$ cat config.mk
export PLATFORM = sky130hd
export DESIGN_NAME = umb_uart_modem
export DESIGN_NICKNAME = d
export VERILOG_FILES = /design/src/rtl/umb_pkg.sv /design/src/rtl/umb_baud_gen.sv /design/src/rtl/umb_uart_modem.sv
export SDC_FILE = /design/constraint.sdc
export NUM_CORES = 1
export LEC_CHECK = 0
export BUFFER_PORTS_ARGS = -buffer_cell sky130_fd_sc_hd__clkbuf_2
export CAP_MARGIN = 20
export CORE_MARGIN = 2
export CORE_UTILIZATION = 50
export DETAILED_ROUTE_END_ITERATION = 8
export HOLD_SLACK_MARGIN = 0.15
export PLACE_DENSITY = 0.83
export SLEW_MARGIN = 10
export SYNTH_ARGS = -nofsm -noshare
export SYNTH_HDL_FRONTEND = slang
export SYNTH_SLANG_ARGS = --single-unit
$ cat constraint.sdc
create_clock -name aclk -period 5.25 [get_ports aclk]
set_input_delay 0.525 -clock aclk [delete_from_list [all_inputs] [get_ports aclk]]
set_output_delay 0.525 -clock aclk [all_outputs]
set_load 0.05 [all_outputs]
$ cat src/rtl/umb_pkg.sv
// Register map, field positions and reset values of the modem/baud block
package umb_pkg;

  // Register byte addresses
  localparam logic [31:0] UMB_OFF_DATA    = 32'h1d00_0300;
  localparam logic [31:0] UMB_OFF_IER     = 32'h1d00_0304;
  localparam logic [31:0] UMB_OFF_IID     = 32'h1d00_0308;
  localparam logic [31:0] UMB_OFF_LCR     = 32'h1d00_030c;
  localparam logic [31:0] UMB_OFF_MCR     = 32'h1d00_0310;
  localparam logic [31:0] UMB_OFF_MSR     = 32'h1d00_0318;
  localparam logic [31:0] UMB_OFF_SCRATCH = 32'h1d00_031c;
  localparam logic [31:0] UMB_OFF_PSC     = 32'h1d00_0320;

  // Field positions
  localparam int UMB_LCR_DIVISOR_LATCH_SELECT_BIT  = 7;
  localparam int UMB_IER_MODEM_BIT = 3;
  localparam int UMB_MCR_DTR_BIT   = 0;
  localparam int UMB_MCR_LOOP_BIT  = 4;
  localparam int UMB_MSR_DDSR_BIT  = 1;
  localparam int UMB_MSR_TERI_BIT  = 2;
  localparam int UMB_MSR_DDCD_BIT  = 3;
  localparam int UMB_MSR_LVL_LSB   = 5;
  localparam int UMB_PSC_W         = 4;
  localparam int UMB_DIV_W         = 16;

  // Reset values
  localparam logic [7:0]  UMB_RST_BYTE = 8'h00;
  localparam logic [3:0]  UMB_RST_PSC  = 4'h0;
  localparam logic [15:0] UMB_RST_DIV  = 16'h0000;

  // Interrupt identification codes
  localparam logic [2:0] UMB_IID_MODEM = 3'h0;
  localparam logic [2:0] UMB_IID_NONE  = 3'h1;

  // AXI responses
  localparam logic [1:0] UMB_RESP_OKAY   = 2'h0;
  localparam logic [1:0] UMB_RESP_SLVERR = 2'h2;

  // Register selects
  typedef enum {
    UMB_SEL_DATA,
    UMB_SEL_IER,
    UMB_SEL_IID,
    UMB_SEL_LCR,
    UMB_SEL_MCR,
    UMB_SEL_MSR,
    UMB_SEL_SCRATCH,
    UMB_SEL_PSC,
    UMB_SEL_NONE
  } umb_sel_e;

endpackage : umb_pkg

$ cat src/rtl/umb_baud_gen.sv
// Prescaler and 16-bit baud divisor producing one-cycle enable ticks
`timescale 1ns/1ps
`default_nettype none
module umb_baud_gen
  import umb_pkg::*;
#(
  parameter int PSC_W = UMB_PSC_W,
  parameter int DIV_W = UMB_DIV_W
) (
  input  wire logic             aclk,
  input  wire logic             aresetn,
  input  wire logic [PSC_W-1:0] prescale,
  input  wire logic [DIV_W-1:0] divisor,
  input  wire logic             reload,
  output var  logic             prescaled_tick,
  output var  logic             baud_tick
);

  logic [PSC_W-1:0] psc_cnt;
  logic [DIV_W-1:0] div_cnt;

  ////////////////////////////////////////////////////////////////////////
  // Prescaler: field value n gives one tick every n+1 clocks
  always_ff @(posedge aclk) begin
    if (!aresetn) begin
      psc_cnt        <= '0;
      prescaled_tick <= 1'b0;
    end else if (psc_cnt >= prescale) begin
      psc_cnt        <= '0;
      prescaled_tick <= 1'b1;
    end else begin
      psc_cnt        <= psc_cnt + 1'b1;
      prescaled_tick <= 1'b0;
    end
  end

  ////////////////////////////////////////////////////////////////////////
  // Divisor counter on prescaled ticks; divisor zero holds it idle
  always_ff @(posedge aclk) begin
    if (!aresetn) begin
      div_cnt   <= '0;
      baud_tick <= 1'b0;
    end else if (reload) begin
      div_cnt   <= '0;
      baud_tick <= 1'b0;
    end else if (prescaled_tick && divisor != '0) begin
      if (div_cnt + 1'b1 >= divisor) begin
        div_cnt   <= '0;
        baud_tick <= 1'b1;
      end else begin
        div_cnt   <= div_cnt + 1'b1;
        baud_tick <= 1'b0;
      end
    end else begin
      baud_tick <= 1'b0;
    end
  end
endmodule : umb_baud_gen
`default_nettype wire

$ cat src/rtl/umb_uart_modem.sv
// Modem status, scratch and baud divisor registers behind AXI4-Lite
`timescale 1ns/1ps
`default_nettype none

// How it works
// - Delta data-set-ready flag, status bit 1, sets on any DSR level change.
// - Ring trailing-edge flag, status bit 2, sets only on RI low to high.
// - Delta carrier-detect flag, status bit 3, sets on any DCD change.
// - Reading modem status clears the three change flags.
// - Status bits 5, 6, 7 show live DSR, RI, DCD levels.
// - Scratch byte is read/write storage with no effect on the UART.
// - Divisor low byte supplies divisor bits 7 to 0.
// - Divisor high byte supplies divisor bits 15 to 8.
// - Baud generator divides the prescaled clock by divisor 1 to 65535.
// - Prescaled clock is system clock divided by 1 to 16 via 4-bit field.
// - Divisor low shares the data location, reached only with select set.
// - Line control bit 7 redirects shared locations to divisor bytes.
// - Any set change flag raises interrupt code 000, cleared by status read.
// - Modem interrupt only raised while enable bit 3 is set.
// - Loopback disconnects external DSR, DCD and RI inputs.
module umb_uart_modem
  import umb_pkg::*;
#(
  parameter int ADDR_W = 32
) (
  input  wire logic              aclk,
  input  wire logic              aresetn,
  input  wire logic [ADDR_W-1:0] s_axi_awaddr,
  input  wire logic              s_axi_awvalid,
  output var  logic              s_axi_awready,
  input  wire logic [31:0]       s_axi_wdata,
  input  wire logic [3:0]        s_axi_wstrb,
  input  wire logic              s_axi_wvalid,
  output var  logic              s_axi_wready,
  output var  logic [1:0]        s_axi_bresp,
  output var  logic              s_axi_bvalid,
  input  wire logic              s_axi_bready,
  input  wire logic [ADDR_W-1:0] s_axi_araddr,
  input  wire logic              s_axi_arvalid,
  output var  logic              s_axi_arready,
  output var  logic [31:0]       s_axi_rdata,
  output var  logic [1:0]        s_axi_rresp,
  output var  logic              s_axi_rvalid,
  input  wire logic              s_axi_rready,
  input  wire logic              dsr_pin,
  input  wire logic              ri_pin,
  input  wire logic              dcd_pin,
  output var  logic              dtr_n_pin,
  output var  logic              modem_irq,
  output var  logic              serial_prescaled_clock,
  output var  logic              baud_tick
);

  ////////////////////////////////////////////////////////////////////////
  // Address decode shared by the read and write paths
  function automatic umb_sel_e reg_decode(input logic [ADDR_W-1:0] addr);
    logic [31:0] a;
    a = 32'(addr);
    case (a)
      UMB_OFF_DATA:    reg_decode = UMB_SEL_DATA;
      UMB_OFF_IER:     reg_decode = UMB_SEL_IER;
      UMB_OFF_IID:     reg_decode = UMB_SEL_IID;
      UMB_OFF_LCR:     reg_decode = UMB_SEL_LCR;
      UMB_OFF_MCR:     reg_decode = UMB_SEL_MCR;
      UMB_OFF_MSR:     reg_decode = UMB_SEL_MSR;
      UMB_OFF_SCRATCH: reg_decode = UMB_SEL_SCRATCH;
      UMB_OFF_PSC:     reg_decode = UMB_SEL_PSC;
      default:         reg_decode = UMB_SEL_NONE;
    endcase
  endfunction : reg_decode

  // Software-visible state
  logic [7:0]           line_ctrl;
  logic [3:0]           irq_enable;
  logic                 dtr_bit;
  logic                 loopback;
  logic [7:0]           scratch_byte;
  logic [7:0]           baud_divisor_low;
  logic [7:0]           baud_divisor_high;
  logic [UMB_PSC_W-1:0] uart_clock_prescaler;
  logic                 delta_data_set_ready_flag;
  logic                 ring_trailing_edge_flag;
  logic                 delta_carrier_detect_flag;

  // Bus slave state
  logic              aw_held;
  logic              w_held;
  logic [ADDR_W-1:0] aw_addr_q;
  logic [7:0]        w_byte_q;
  logic              w_lane0_q;
  umb_sel_e          wr_sel;
  umb_sel_e          rd_sel;
  logic              do_write;
  logic              wr_en;
  logic              rd_take;
  logic              msr_read;
  logic              wr_ok;
  logic              div_reload;
  logic              divisor_latch_select;

  // Modem input path
  logic [2:0] mdm_sync1;
  logic [2:0] mdm_sync2;
  logic [2:0] mdm_now;
  logic [2:0] mdm_prev;
  logic       any_change;
  logic [2:0] interrupt_identification_code;
  logic [7:0] msr_value;
  logic [7:0] next_rdata;

  assign divisor_latch_select = line_ctrl[UMB_LCR_DIVISOR_LATCH_SELECT_BIT];

  ////////////////////////////////////////////////////////////////////////
  // Write channel handshake: address and data are taken in any order
  assign s_axi_awready = !aw_held && !s_axi_bvalid;
  assign s_axi_wready  = !w_held && !s_axi_bvalid;
  assign do_write      = aw_held && w_held && !s_axi_bvalid;
  assign wr_sel        = reg_decode(aw_addr_q);
  assign wr_en         = do_write && w_lane0_q;

  always_ff @(posedge aclk) begin
    if (!aresetn) begin
      aw_held   <= 1'b0;
      aw_addr_q <= '0;
    end else if (s_axi_awvalid && s_axi_awready) begin
      aw_held   <= 1'b1;
      aw_addr_q <= s_axi_awaddr;
    end else if (do_write) begin
      aw_held   <= 1'b0;
    end
  end

  always_ff @(posedge aclk) begin
    if (!aresetn) begin
      w_held    <= 1'b0;
      w_byte_q  <= UMB_RST_BYTE;
      w_lane0_q <= 1'b0;
    end else if (s_axi_wvalid && s_axi_wready) begin
      w_held    <= 1'b1;
      w_byte_q  <= s_axi_wdata[7:0];
      w_lane0_q <= s_axi_wstrb[0];
    end else if (do_write) begin
      w_held    <= 1'b0;
    end
  end

  // Writable locations; others answer with an error
  always_comb begin
    case (wr_sel)
      UMB_SEL_DATA, UMB_SEL_IER, UMB_SEL_LCR, UMB_SEL_MCR,
      UMB_SEL_SCRATCH, UMB_SEL_PSC: wr_ok = 1'b1;
      default:                      wr_ok = 1'b0;
    endcase
  end

  // Write response
  always_ff @(posedge aclk) begin
    if (!aresetn) begin
      s_axi_bvalid <= 1'b0;
      s_axi_bresp  <= UMB_RESP_OKAY;
    end else if (do_write) begin
      s_axi_bvalid <= 1'b1;
      s_axi_bresp  <= wr_ok ? UMB_RESP_OKAY : UMB_RESP_SLVERR;
    end else if (s_axi_bready) begin
      s_axi_bvalid <= 1'b0;
    end
  end

  ////////////////////////////////////////////////////////////////////////
  // Control registers
  always_ff @(posedge aclk) begin
    if (!aresetn) begin
      line_ctrl  <= UMB_RST_BYTE;
      irq_enable <= '0;
      dtr_bit    <= 1'b0;
      loopback   <= 1'b0;
    end else if (wr_en) begin
      if (wr_sel == UMB_SEL_LCR) begin
        line_ctrl <= w_byte_q;
      end
      if (wr_sel == UMB_SEL_IER && !divisor_latch_select) begin
        irq_enable <= w_byte_q[3:0];
      end
      if (wr_sel == UMB_SEL_MCR) begin
        dtr_bit  <= w_byte_q[UMB_MCR_DTR_BIT];
        loopback <= w_byte_q[UMB_MCR_LOOP_BIT];
      end
    end
  end

  // Scratch byte: storage only
  always_ff @(posedge aclk) begin
    if (!aresetn) begin
      scratch_byte <= UMB_RST_BYTE;
    end else if (wr_en && wr_sel == UMB_SEL_SCRATCH) begin
      scratch_byte <= w_byte_q;
    end
  end

  // Divisor bytes, reached at the shared locations only with select set
  always_ff @(posedge aclk) begin
    if (!aresetn) begin
      baud_divisor_low  <= UMB_RST_DIV[7:0];
      baud_divisor_high <= UMB_RST_DIV[15:8];
    end else if (wr_en && divisor_latch_select) begin
      if (wr_sel == UMB_SEL_DATA) begin
        baud_divisor_low <= w_byte_q;
      end
      if (wr_sel == UMB_SEL_IER) begin
        baud_divisor_high <= w_byte_q;
      end
    end
  end

  // Prescaler field
  always_ff @(posedge aclk) begin
    if (!aresetn) begin
      uart_clock_prescaler <= UMB_RST_PSC;
    end else if (wr_en && wr_sel == UMB_SEL_PSC) begin
      uart_clock_prescaler <= w_byte_q[UMB_PSC_W-1:0];
    end
  end

  assign div_reload = wr_en && divisor_latch_select &&
                      (wr_sel == UMB_SEL_DATA || wr_sel == UMB_SEL_IER);

  ////////////////////////////////////////////////////////////////////////
  // Baud generator
  umb_baud_gen #(
    .PSC_W (UMB_PSC_W),
    .DIV_W (UMB_DIV_W)
  ) u_baud (
    .aclk           (aclk),
    .aresetn        (aresetn),
    .prescale       (uart_clock_prescaler),
    .divisor        ({baud_divisor_high, baud_divisor_low}),
    .reload         (div_reload),
    .prescaled_tick (serial_prescaled_clock),
    .baud_tick      (baud_tick)
  );

  ////////////////////////////////////////////////////////////////////////
  // Modem inputs: two-flop synchronisers, order {dcd, ri, dsr}
  always_ff @(posedge aclk) begin
    if (!aresetn) begin
      mdm_sync1 <= '0;
      mdm_sync2 <= '0;
    end else begin
      mdm_sync1 <= {dcd_pin, ri_pin, dsr_pin};
      mdm_sync2 <= mdm_sync1;
    end
  end

  // Loopback replaces the pins: DSR follows the DTR bit, RI and DCD low
  assign mdm_now = loopback ? {2'b00, dtr_bit} : mdm_sync2;

  // Previous level for edge detection
  always_ff @(posedge aclk) begin
    if (!aresetn) begin
      mdm_prev <= '0;
    end else begin
      mdm_prev <= mdm_now;
    end
  end

  assign rd_take  = s_axi_arvalid && s_axi_arready;
  assign rd_sel   = reg_decode(s_axi_araddr);
  assign msr_read = rd_take && rd_sel == UMB_SEL_MSR;

  // Change flags: a new event wins over a clearing read
  always_ff @(posedge aclk) begin
    if (!aresetn) begin
      delta_data_set_ready_flag <= 1'b0;
      ring_trailing_edge_flag   <= 1'b0;
      delta_carrier_detect_flag <= 1'b0;
    end else begin
      delta_data_set_ready_flag <= (delta_data_set_ready_flag && !msr_read)
                                   || (mdm_now[0] ^ mdm_prev[0]);
      ring_trailing_edge_flag   <= (ring_trailing_edge_flag && !msr_read)
                                   || (mdm_now[1] && !mdm_prev[1]);
      delta_carrier_detect_flag <= (delta_carrier_detect_flag && !msr_read)
                                   || (mdm_now[2] ^ mdm_prev[2]);
    end
  end

  assign any_change = delta_data_set_ready_flag || ring_trailing_edge_flag ||
                      delta_carrier_detect_flag;

  // Modem interrupt and its identification code
  assign modem_irq = any_change && irq_enable[UMB_IER_MODEM_BIT];
  assign interrupt_identification_code =
    modem_irq ? UMB_IID_MODEM : UMB_IID_NONE;

  // DTR pin is low while the bit is set, inactive high in loopback
  always_ff @(posedge aclk) begin
    if (!aresetn) begin
      dtr_n_pin <= 1'b1;
    end else begin
      dtr_n_pin <= !(dtr_bit && !loopback);
    end
  end

  ////////////////////////////////////////////////////////////////////////
  // Read channel: data registered one cycle after the address is taken
  assign s_axi_arready = !s_axi_rvalid;
  assign msr_value = {mdm_now, 1'b0, delta_carrier_detect_flag,
                      ring_trailing_edge_flag, delta_data_set_ready_flag,
                      1'b0};

  always_comb begin
    case (rd_sel)
      UMB_SEL_DATA:
        next_rdata = divisor_latch_select ? baud_divisor_low : 8'h00;
      UMB_SEL_IER:
        next_rdata = divisor_latch_select ? baud_divisor_high
                                          : {4'h0, irq_enable};
      UMB_SEL_IID:     next_rdata = {5'h00, interrupt_identification_code};
      UMB_SEL_LCR:     next_rdata = line_ctrl;
      UMB_SEL_MCR:     next_rdata = {3'h0, loopback, 3'h0, dtr_bit};
      UMB_SEL_MSR:     next_rdata = msr_value;
      UMB_SEL_SCRATCH: next_rdata = scratch_byte;
      UMB_SEL_PSC:     next_rdata = {4'h0, uart_clock_prescaler};
      default:         next_rdata = 8'h00;
    endcase
  end

  always_ff @(posedge aclk) begin
    if (!aresetn) begin
      s_axi_rvalid <= 1'b0;
      s_axi_rdata  <= 32'h0000_0000;
      s_axi_rresp  <= UMB_RESP_OKAY;
    end else if (rd_take) begin
      s_axi_rvalid <= 1'b1;
      s_axi_rdata  <= {24'h00_0000, next_rdata};
      s_axi_rresp  <= (rd_sel == UMB_SEL_NONE) ? UMB_RESP_SLVERR
                                                : UMB_RESP_OKAY;
    end else if (s_axi_rready) begin
      s_axi_rvalid <= 1'b0;
    end
  end
endmodule : umb_uart_modem
`default_nettype wire

==> results of run 1 <==
## cell usage after synthesis (20+ instances only)
cell and instances:
nand2_1 150, nor2b_1 20, ha_1 22, nor2_1 24
a21boi_0 36, nand3_1 23, a21oi_1 26, mux2i_1 46
clkbuf_1 33, buf_4 26, dfxtp_1 132, inv_1 33
## logic make-up after synthesis
group | Yosys count | synth area share
muxes | 49 | 0.0708
other | 1 | 0.000537
xor gates and xnor gates | 34 | 0.0427
DFF | 132 | 0.378
buffers and inverters | 104 | 0.0728
adders and majority gates | 22 | 0.0394
AOI/OAI and AO/OA | 149 | 0.153
and+or+nand+nor | 306 | 0.242
## where the power goes
group          internal (mW)  switching [mW]  total [mW]
clock network          0.695           0.419        1.11
logic                 0.0749           0.154       0.228
registers               1.03          0.0295        1.06
total                   1.80           0.602        2.40
## critical path: cells and delay by family (launching register included)
family                   cells  cell delay, ns
AND/OR/NAND/NOR              5            1.44
AO/OA/AOI/OAI                3            0.59
adder cells (fa/ha/maj)      2            0.54
flip-flops                   1            0.41
buffers and inverters        1            0.24
XOR/XNOR                     1            0.18
## area by class of cell
| class | instances | area [um^2] | area share |
|---|---|---|---|
| clock inverter | 4 | 47.5 | 0.00592 |
| inverter | 33 | 124 | 0.0154 |
| multi-input combinational | 586 | 3930 | 0.490 |
| timing repair buffer | 107 | 558 | 0.0695 |
| clock buffer | 26 | 499 | 0.0622 |
| tap | 180 | 225 | 0.0281 |
| sequential | 132 | 2640 | 0.329 |
## layer usage
metal | global-route usage | routed length, um | vias to the layer above
met2 | 0.387 | 8050 | 218
met1 | 0.285 | 7110 | 2814
met4 | 0.0697 | 337 | 0
met3 | 0.0557 | 1070 | 31
met5 | 0 | 0 | -
li1 | - | - | 2890
## flip-flops by register name, indices dropped and copies added (netlist names), 3 cells and up
signal,flops
aw_addr_q,32
baud_divisor_high,8
baud_divisor_low,8
irq_enable,4
line_ctrl,8
mdm_prev,3
mdm_sync1,3
mdm_sync2,3
s_axi_rdata,8
scratch_byte,8
u_baud.div_cnt,16
u_baud.psc_cnt,4
uart_clock_prescaler,4
w_byte_q,8
## final timing paths
path	startpoint	to	slack, ns	cells after the start
hold / removal	ri_pin	mdm_sync1[1]$_SDFF_PN0_	0.32	2
setup reg to reg	u_baud.div_cnt[0]$_SDFFE_PP0P_	u_baud.baud_tick$_SDFF_PP0_	1.79	12
hold reg to reg	mdm_sync1[1]$_SDFF_PN0_	mdm_sync2[1]$_SDFF_PN0_	0.43	1
setup / recovery	u_baud.div_cnt[0]$_SDFFE_PP0P_	u_baud.baud_tick$_SDFF_PP0_	1.79	12
## stage by stage
step / instance area [um^2] / setup slack (ns) / power [mW] / utilization
after floorplan: 7080 / 2.04 / 1.26 / -
after global placement: 7470 / 2.00 / 1.30 / 0.542
after detailed placement: 7470 / 1.93 / 1.31 / 0.542
after CTS: 8010 / 1.79 / 2.40 / 0.582
after global routing: 8030 / 1.37 / 2.48 / 0.583
final: 8030 / 1.79 / 2.40 / 0.583
==> out/results.tsv, run 1 <==
stage	metric	value	unit
run_status	outcome	completed	
drt	drc	0	
finish	fin_cells	1068	
worst_setup_path	slowest_stage	nor3_1	
worst_setup_path	path_max_fanout	17	
timing	fmax	0.289	GHz
yosys	yosysSeqAreaShare	0.378	
drt	ant_nets	0	
timing	setup_tns	0	ns
clock_network	cts.sinks	132	
drt	vias_per_cell	5.57	
clock_network	cts_tree	yes	
finish	final_common_cell	nand2_1	
drt	vias	5953	
yosys	ys_types	72	
global_route	grt_first_pass_wirelength	26.9	mm
die	start_util	0.507	
finish	fin_nets	1009	
yosys	synth-seq-cells	132	
worst_setup_path	cpPeakStageDelay	0.72	ns
worst_setup_path	path_class	reg2reg	
yosys	synth-edff-count	0	
power	power_leakage	3.23	nW
worst_setup_path	cp_cell_sequence	ha_1 -> nand3_1 -> nor3_1 -> nand3_1 -> xnor2_1 -> ha_1 -> nand4_1 -> a2111oi_0 -> o21ai_0 -> o21ai_1 -> buf_4 -> and4b_1	
finish	fillers	1199	
global_route	grt_start_max_net_pins	85	
timing	hold_slack	0.318	ns
yosys	synth_area	6980	um^2
yosys	synth_top_area_frac	0.378	
yosys	yosysTopAreaCell	dfxtp_1	
die	die_x	122	um
drt	routed_wl	16.6	mm
yosys	yosysWarningCount	0	
timing	rsz0062_at_grt	false	
worst_setup_path	cp.arrival	3.82	ns
timing	fin_skew	0.00754	ns
timing	max_slew_margin	0.307	
yosys	avgSynthCellArea	8.76	um^2
global_route	grt-ovfl-total	0	
clock_network	h-tree-depth	4	
timing	period_needed	3.46	ns
yosys	synthFlopType	dfxtp_1	
clock_network	clk_latency	0.42	ns
place	gp_congestion	0.937	
finish	diodes	0	
power	power_density	299	nW/um^2
drt	drt-initial-drc-count	285	
finish	layout_common_cells	150 x nand2_1, 132 x dfxtp_1, 101 x clkbuf_2, 46 x mux2i_1, 36 x a21boi_0	
clock_network	cts_made_buffers	17	
global_route	grt_pass1_vias	5603	
die	io_pins	155	
place	portBuffers	101	
worst_setup_path	start_kind	register	
min_path	hp-class	in2reg	
finish	drive_gt1_frac	0.181	
global_route	grt_usage	0.228	
die	rows	43	
worst_setup_path	cp.required	5.60	ns
yosys	async_reset_ff_frac	0	
yosys	netlist_instances	797	
drt	wire_per_inst	15.5	um
clock_network	post_cts_resized	0	
die	die-area	14900	um^2
timing	hold_viol	0	
timing	setup_violations	0	
clock_network	holdBufCountCts	0	
timing	tightestPinTransition	1.04	ns
job	cap_violations	0	
power	peakVddDrop	0.000222	V
clock_network	root_buffer	clkbuf_16	
yosys	synth_area_leaders	dfxtp_1 38%, nand2_1 8.1%, mux2i_1 6.6%	
drt	firstDrtPassIters	6	
worst_setup_path	cp-end-kind	register	
finish	area_delta_synth_final	15.0	%
die	fp.dieH	122	um
global_route	antenna_found_initial	0	
timing	finalCritPeriodShare	0.660	
clock_network	clk_pin_slew	0.06	ns
clock_network	postCtsSetupBuffers	0	
place	dp_hpwl	11.7	mm
timing	drv_slew	0	
clock_network	cts_buffer_depth	2	
die	core_area	13800	um^2
place	dpl.cell_count	1037	
Note: power is estimated with default switching activity, not from simulation.
==> inputs of run 2 (changes only) <==
--- a/config.mk
+++ b/config.mk
@@ -5,13 +5,14 @@
 export SDC_FILE = /design/constraint.sdc
 export NUM_CORES = 1
 export LEC_CHECK = 0
+export ABC_AREA = 1
 export BUFFER_PORTS_ARGS = -buffer_cell sky130_fd_sc_hd__clkbuf_2
 export CAP_MARGIN = 20
 export CORE_MARGIN = 2
-export CORE_UTILIZATION = 50
+export CORE_UTILIZATION = 49
 export DETAILED_ROUTE_END_ITERATION = 8
 export HOLD_SLACK_MARGIN = 0.15
-export PLACE_DENSITY = 0.83
+export PLACE_DENSITY = 0.84
 export SLEW_MARGIN = 10
 export SYNTH_ARGS = -nofsm -noshare
 export SYNTH_HDL_FRONTEND = slang
==> constraint.sdc (replaced) <==
create_clock -name aclk -period 2.8 [get_ports aclk]
set_input_delay 0.28 -clock aclk [delete_from_list [all_inputs] [get_ports aclk]]
set_output_delay 0.28 -clock aclk [all_outputs]
set_load 0.05 [all_outputs]
==> run 2 against run 1 <==
Compared with the run above:
- global-route usage is 0.93 points higher
- fmax is 31% higher
- clock power is 92% higher
- non-clock buffer count is 39 higher
- largest power group unchanged
==> out/results.tsv, run 2 <==
stage	metric	value	unit	change
die	start_util	0.500		was 0.507
place	dpl.cell_count	1248		was 1037
timing	hold_slack	0.169	ns	was 0.318 ns
worst_setup_path	cp.arrival	2.94	ns	was 3.82 ns
drt	met1_length	7.01	mm	was 7.11 mm
yosys	synthTopCellsByCount	218 x nand2_1, 139 x nor2_1, 132 x dfxtp_1, 94 x inv_1, 76 x a21oi_1		was 150 x nand2_1, 132 x dfxtp_1, 46 x mux2i_1, 36 x a21boi_0
worst_setup_path	slowest_stage	dfxtp_2		was nor3_1
place	gp_congestion	0.871		was 0.937
timing	hold_viol	0		unchanged
worst_setup_path	worst-path-buf-inv	1		unchanged
die	io_pins	155		unchanged
drt	vias_per_cell	5.04		was 5.57
finish	diodes	0		unchanged
yosys	synth_area_leaders	dfxtp_1 38%, nand2_1 12%, nor2_1 7.5%		was dfxtp_1 38%, nand2_1 8.1%, mux2i_1 6.6%
drt	wl_met2	8.46	mm	was 8.05 mm
power	power_leakage	3.66	nW	was 3.23 nW
clock_network	clk_latency	0.42	ns	about the same
job	cap_violations	0		unchanged
die	rows	43		unchanged
finish	top_regs	aw_addr_q: 32 flops, u_baud.div_cnt: 16 flops		unchanged
yosys	synth-edff-count	0		unchanged
finish	ff_latch_area	2650	um^2	was 2640 um^2
finish	fin_nets	1258		was 1009
finish	layout_common_cells	217 x nand2_1, 139 x nor2_1, 130 x dfxtp_1, 101 x clkbuf_2, 94 x inv_1		was 150 x nand2_1, 132 x dfxtp_1, 101 x clkbuf_2, 46 x mux2i_1, 36 x a21boi_0
run_status	outcome	completed		unchanged
yosys	yosysWarningCount	0		unchanged
worst_setup_path	cp.required	3.10	ns	was 5.60 ns
clock_network	cts_made_buffers	17		unchanged
timing	drv_slew	0		unchanged
finish	multi_input_area	3630	um^2	was 3930 um^2
timing	setup_violations	0		unchanged
yosys	avgSynthCellArea	6.98	um^2	was 8.76 um^2
min_path	hp-class	in2reg		unchanged
finish	drive_gt1_frac	0.183		was 0.181
global_route	grt_pass1_vias	6553		was 5603
die	fp.dieH	123	um	was 122 um
finish	largest_register_ffs	32		unchanged
global_route	grt_usage	0.237		was 0.228
finish	fillers	1256		was 1199
yosys	ys_types	39		was 72
worst_setup_path	cpPeakStageDelay	0.37	ns	was 0.72 ns
yosys	synth_top_area_frac	0.381		was 0.378
timing	fmax	0.380	GHz	was 0.289 GHz
timing	timing.final.ws_setup	0.165	ns	was 1.79 ns
finish	stdcell_area	8420	um^2	was 8030 um^2
yosys	synth_most_common_cell	nand2_1		unchanged
yosys	synth-seq-cells	132		unchanged
timing	fin_skew	0.00782	ns	was 0.00754 ns
yosys	yosysTopAreaCell	dfxtp_1		unchanged
finish	final_common_cell	nand2_1		unchanged
finish	finalCoreUtilization	0.606		was 0.583
timing	finalCritPeriodShare	0.941		was 0.660
place	dpl_cell_area	7450	um^2	was 7470 um^2
drt	vias	6644		was 5953
timing	setup_tns	0	ns	unchanged
yosys	netlist_instances	995		was 797
yosys	yosysSeqAreaShare	0.381		was 0.378
die	die_x	123	um	was 122 um
place	portBuffers	101		unchanged
drt	ant_nets	0		unchanged
global_route	grt_first_pass_wirelength	28.4	mm	was 26.9 mm
yosys	synth_area	6940	um^2	was 6980 um^2
drt	drc	0		unchanged
worst_setup_path	start_kind	register		unchanged
clock_network	cts_buffer_depth	2		unchanged
finish	fin_cells	1318		was 1068
die	die-area	15100	um^2	was 14900 um^2
clock_network	h-tree-depth	4		unchanged
yosys	synthFlopType	dfxtp_1		unchanged
power	power_density	548	nW/um^2	was 299 nW/um^2
drt	firstDrtPassIters	5		was 6
die	core_area	13900	um^2	was 13800 um^2
clock_network	cts.sinks	132		unchanged
yosys	async_reset_ff_frac	0		unchanged
drt	routed_wl	16.9	mm	was 16.6 mm
drt	drt-initial-drc-count	446		was 285
clock_network	clk_pin_slew	0.06	ns	about the same
clock_network	root_buffer	clkbuf_16		unchanged
power	total_power	4.61	mW	was 2.40 mW
finish	area_delta_synth_final	21.2	%	was 15.0%
worst_setup_path	cp_top_family	simple AND/OR/NAND/NOR gates		unchanged
drt	top_layer	met4		unchanged
global_route	grt-ovfl-total	0		unchanged
place	post-place-ws	0.136	ns	was 1.93 ns
place	dp_hpwl	11.5	mm	was 11.7 mm
worst_setup_path	path_max_fanout	16		was 17
global_route	grt_start_max_net_pins	53		was 85
global_route	antenna_found_initial	0		unchanged
timing	period_needed	2.63	ns	was 3.46 ns
finish	top_register	aw_addr_q		unchanged
worst_setup_path	cp_cell_sequence	ha_1 -> nand3_2 -> inv_2 -> nand3_2 -> nor3_2 -> nand2_1 -> xor2_1 -> ha_1 -> nand4_1 -> nor2_1 -> nand3_1 -> nand3_1 -> nand2_2 -> nand2_8 -> a21oi_1		was ha_1 -> nand3_1 -> nor3_1 -> nand3_1 -> xnor2_1 -> ha_1 -> nand4_1 -> a2111oi_0 -> o21ai_0 -> o21ai_1 -> buf_4 -> and4b_1
worst_setup_path	path_class	reg2reg		unchanged
worst_setup_path	cp-end-kind	register		unchanged
drt	dr_wl_met3	1.04	mm	was 1.07 mm
drt	wire_per_inst	12.8	um	was 15.5 um
power	peakVddDrop	0.000403	V	was 0.000222 V
clock_network	cts_tree	yes		unchanged
run 2: routing by layer:
layer	vias to the layer above	global-route usage
met5	-	0
met4	0	0.0980
met3	34	0.0609
met2	226	0.426
met1	3005	0.266
li1	3379	-
run 2: worst paths after layout:
check | startpoint | slack (ns) | cells after the start | endpoint
max | u_baud.div_cnt[0]$_SDFFE_PP0P_ | 0.17 | 15 | u_baud.div_cnt[2]$_SDFFE_PP0P_
min | s_axi_awaddr[24] | 0.17 | 3 | aw_addr_q[24]$_SDFFE_PN0P_
max reg2reg | u_baud.div_cnt[0]$_SDFFE_PP0P_ | 0.17 | 15 | u_baud.div_cnt[2]$_SDFFE_PP0P_
min reg2reg | mdm_sync1[1]$_SDFF_PN0_ | 0.41 | 2 | mdm_sync2[1]$_SDFF_PN0_
run 2: logic make-up after synthesis:
family	Yosys count	share of synthesized area
adders and majority gates	22	0.0396
AOI/OAI and AO/OA	154	0.116
buffers and inverters	167	0.112
DFF	132	0.381
and+or+nand+nor	501	0.328
xor gates and xnor gates	18	0.0238
other	1	0.000540
run 2: area by class of cell:
class	instances	share of cell area
inverter	108	0.0485
multi-input combinational	721	0.431
clock buffer	19	0.0514
timing repair buffer	146	0.112
clock inverter	12	0.0158
sequential	132	0.314
tap	180	0.0268
run 2: where the power goes:
| part | leakage (nW) | internal (mW) | total (mW) | switching, mW |
|---|---|---|---|---|
| combinational | 2.32 | 0.158 | 0.469 | 0.311 |
| clock | 0.270 | 1.31 | 2.13 | 0.824 |
| sequential | 1.08 | 1.95 | 2.01 | 0.0617 |
run 2: worst register-to-register path, stage by stage, from the launching register on:
cell and delay [ns]:
dfxtp_2 0.37, ha_1 0.21, nand3_2 0.11, inv_2 0.10
nand3_2 0.09, nor3_2 0.21, nand2_1 0.10, xor2_1 0.17
ha_1 0.30, nand4_1 0.11, nor2_1 0.18, nand3_1 0.10
nand3_1 0.13, nand2_2 0.10, nand2_8 0.17, a21oi_1 0.07
run 2: timing repair:
action                     CTS  global route
setup endpoints to repair    0            16
setup buffers                0             0
hold buffers                39             0
gates resized for setup      0             4
hold endpoints to repair    39             0
==> inputs of run 3 (changes only) <==
--- a/config.mk
+++ b/config.mk
@@ -5,14 +5,13 @@
 export SDC_FILE = /design/constraint.sdc
 export NUM_CORES = 1
 export LEC_CHECK = 0
-export ABC_AREA = 1
 export BUFFER_PORTS_ARGS = -buffer_cell sky130_fd_sc_hd__clkbuf_2
 export CAP_MARGIN = 20
 export CORE_MARGIN = 2
-export CORE_UTILIZATION = 49
+export CORE_UTILIZATION = 50
 export DETAILED_ROUTE_END_ITERATION = 8
 export HOLD_SLACK_MARGIN = 0.15
-export PLACE_DENSITY = 0.84
+export PLACE_DENSITY = 0.83
 export SLEW_MARGIN = 10
 export SYNTH_ARGS = -nofsm -noshare
 export SYNTH_HDL_FRONTEND = slang
==> constraint.sdc (replaced) <==
create_clock -name aclk -period 2.69 [get_ports aclk]
set_input_delay 0.269 -clock aclk [delete_from_list [all_inputs] [get_ports aclk]]
set_output_delay 0.269 -clock aclk [all_outputs]
set_load 0.05 [all_outputs]
==> run 3 against run 2 <==
Compared with the run above:
- via count decreased by 5.0%
- sequential share of layout area decreased by 1.6 points
- die area decreased by 1.4%
- clock skew increased by 0.00072 ns
- non-clock buffer count increased by 32
- worst setup slack got worse by 0.16 ns
- clock power increased by 24%
==> out/results.tsv, run 3 (synthesis gave the netlist of run 1 again) <==
stage	metric	value	unit	change
timing	hold_slack	0.256	ns	was 0.169 ns
global_route	antenna_found_initial	0		unchanged
finish	fillers	1064		was 1256
die	rows	43		unchanged
clock_network	cts_made_buffers	17		unchanged
worst_setup_path	cp_cell_sequence	and3_4 -> and3_4 -> nand3_1 -> xnor2_1 -> ha_1 -> nand4_1 -> a2111oi_2 -> o21ai_1 -> o21ai_2 -> buf_6 -> and4b_1		was ha_1 -> nand3_2 -> inv_2 -> nand3_2 -> nor3_2 -> nand2_1 -> xor2_1 -> ha_1 -> nand4_1 -> nor2_1 -> nand3_1 -> nand3_1 -> nand2_2 -> nand2_8 -> a21oi_1
worst_setup_path	start_kind	register		unchanged
timing	rsz0062_at_grt	true		
timing	period_needed	2.69	ns	was 2.63 ns
clock_network	cts.sinks	132		unchanged
global_route	grt_first_pass_wirelength	29.7	mm	was 28.4 mm
timing	setup_violations	0		unchanged
global_route	grt_usage	0.254		was 0.237
finish	drive_gt1_frac	0.223		was 0.183
timing	fmax	0.372	GHz	was 0.380 GHz
clock_network	clk_latency	0.42	ns	about the same
finish	diodes	0		unchanged
place	post-place-ws	-0.121	ns	was 0.136 ns
worst_setup_path	cpPeakStageDelay	0.37	ns	about the same
place	portBuffers	101		unchanged
place	dp_hpwl	12.2	mm	was 11.5 mm
timing	hold_viol	0		unchanged
worst_setup_path	reg2reg_depth	11		was 15
place	dpl.cell_count	1055		was 1248
clock_network	root_buffer	clkbuf_16		unchanged
power	total_power	5.23	mW	was 4.61 mW
finish	largest_register_ffs	32		unchanged
timing	drv_slew	0		unchanged
finish	top_register	aw_addr_q		unchanged
min_path	hp-class	in2reg		unchanged
die	start_util	0.507		was 0.500
worst_setup_path	crit_end	u_baud.baud_tick$_SDFF_PP0_		was u_baud.div_cnt[2]$_SDFFE_PP0P_
die	core_area	13800	um^2	was 13900 um^2
worst_setup_path	cp.arrival	3.04	ns	was 2.94 ns
die	io_pins	155		unchanged
power	power_leakage	3.66	nW	about the same
timing	fin_skew	0.00854	ns	was 0.00782 ns
clock_network	h-tree-depth	4		unchanged
clock_network	cts_tree	yes		unchanged
timing	finalCritPeriodShare	0.999		was 0.941
job	cap_violations	0		unchanged
power	power_density	585	nW/um^2	was 548 nW/um^2
drt	drt-initial-drc-count	403		was 446
finish	top_regs	aw_addr_q: 32 flops, u_baud.div_cnt: 16 flops		unchanged
worst_setup_path	cp_common_cell	and3_4		
worst_setup_path	startpoint	u_baud.div_cnt[9]$_SDFFE_PP0P_		was u_baud.div_cnt[0]$_SDFFE_PP0P_
worst_setup_path	slowest_stage	a2111oi_2		was dfxtp_2
drt	vias_per_cell	5.53		was 5.04
place	gp_congestion	0.953		was 0.871
drt	routed_wl	18.5	mm	was 16.9 mm
worst_setup_path	worst-path-buf-inv	1		unchanged
timing	timing.final.ws_setup	0.00401	ns	was 0.165 ns
timing	max_slew_margin	0.288		
global_route	grt-ovfl-total	0		unchanged
worst_setup_path	cp.depth	11		was 15
clock_network	cts_buffer_depth	2		unchanged
worst_setup_path	path_class	reg2reg		unchanged
worst_setup_path	cp.required	3.04	ns	was 3.10 ns
finish	final_common_cell	nand2_1		unchanged
clock_network	clk_pin_slew	0.06	ns	about the same
die	die-area	14900	um^2	was 15100 um^2
drt	ant_nets	0		unchanged
finish	fin_cells	1141		was 1318
drt	firstDrtPassIters	5		unchanged
worst_setup_path	cp-end-kind	register		unchanged
worst_setup_path	r2r_slack	0.004	ns	was 0.17 ns
worst_setup_path	reg2reg_from	u_baud.div_cnt[9]$_SDFFE_PP0P_		was u_baud.div_cnt[0]$_SDFFE_PP0P_
worst_setup_path	cp_top_family	simple AND/OR/NAND/NOR gates		unchanged
finish	fin_nets	1080		was 1258
global_route	grt_start_max_net_pins	44		was 53
drt	vias	6313		was 6644
worst_setup_path	r2r_end	u_baud.baud_tick$_SDFF_PP0_		was u_baud.div_cnt[2]$_SDFFE_PP0P_
die	die_x	122	um	was 123 um
timing	setup_tns	0	ns	unchanged
die	fp.dieH	122	um	was 123 um
finish	area_delta_synth_final	28.1	%	was 21.2%
finish	layout_common_cells	147 x nand2_1, 125 x dfxtp_1, 101 x clkbuf_2, 46 x mux2i_1, 46 x dlygate4sd3_1		was 217 x nand2_1, 139 x nor2_1, 130 x dfxtp_1, 101 x clkbuf_2, 94 x inv_1
drt	wire_per_inst	16.2	um	was 12.8 um
worst_setup_path	path_max_fanout	6		was 16
drt	drc	0		unchanged
timing	tightestPinTransition	1.07	ns	
global_route	grt_pass1_vias	6197		was 6553
power	peakVddDrop	0.000628	V	was 0.000403 V
run_status	outcome	completed		unchanged
run 3: final cells by class:
| class | instances | area [um^2] | area share |
|---|---|---|---|
| multi-input cells | 586 | 4030 | 0.451 |
| clock buffers | 20 | 457 | 0.0511 |
| well taps | 180 | 225 | 0.0252 |
| flip-flops and latches | 132 | 2660 | 0.298 |
| inverters | 33 | 124 | 0.0139 |
| clock inverters | 12 | 226 | 0.0253 |
| repair buffers | 178 | 1210 | 0.136 |
run 3: how the worst min path moves through the flow:
| stage | start | cells past startpoint | endpoint |
|---|---|---|---|
| final | aresetn | 2 | line_ctrl[2]$_SDFFE_PN0P_ |
| after global routing | aresetn | 2 | line_ctrl[2]$_SDFFE_PN0P_ |
| after CTS | aresetn | 2 | line_ctrl[2]$_SDFFE_PN0P_ |
| after detailed placement | mdm_sync1[0]$_SDFF_PN0_ | 1 | mdm_sync2[0]$_SDFF_PN0_ |
| after global placement | mdm_sync1[2]$_SDFF_PN0_ | 1 | mdm_sync2[2]$_SDFF_PN0_ |
| after floorplan | dsr_pin | 1 | mdm_sync1[0]$_SDFF_PN0_ |
run 3: power by group:
part | internal, mW | switching, mW
Combinational | 0.190 | 0.316
Sequential | 2.01 | 0.0579
Clock | 1.79 | 0.868
Total | 3.99 | 1.24
run 3: layer usage:
layer / share of wire / vias up / GRT usage
li1: - / 3044 / -
met1: 0.41 / 2993 / 0.302
met2: 0.50 / 229 / 0.438
met3: 0.059 / 47 / 0.0604
met4: 0.028 / 0 / 0.106
met5: 0 / - / 0
run 3: timing repair:
item	CTS	global route
gates resized for setup	9	27
pin swaps	1	9
gates cloned	0	1
hold endpoints to repair	46	0
setup buffers	2	5
endpoints found under the setup margin	17	17
hold buffers	46	0
run 3: per-stage QoR:
step / cell area (um^2) / utilization
finish: 8940 / 0.649
global placement: 7620 / 0.553
detailed placement: 7620 / 0.553
floorplan: 7110 / -
CTS: 8810 / 0.640
global route: 8940 / 0.649
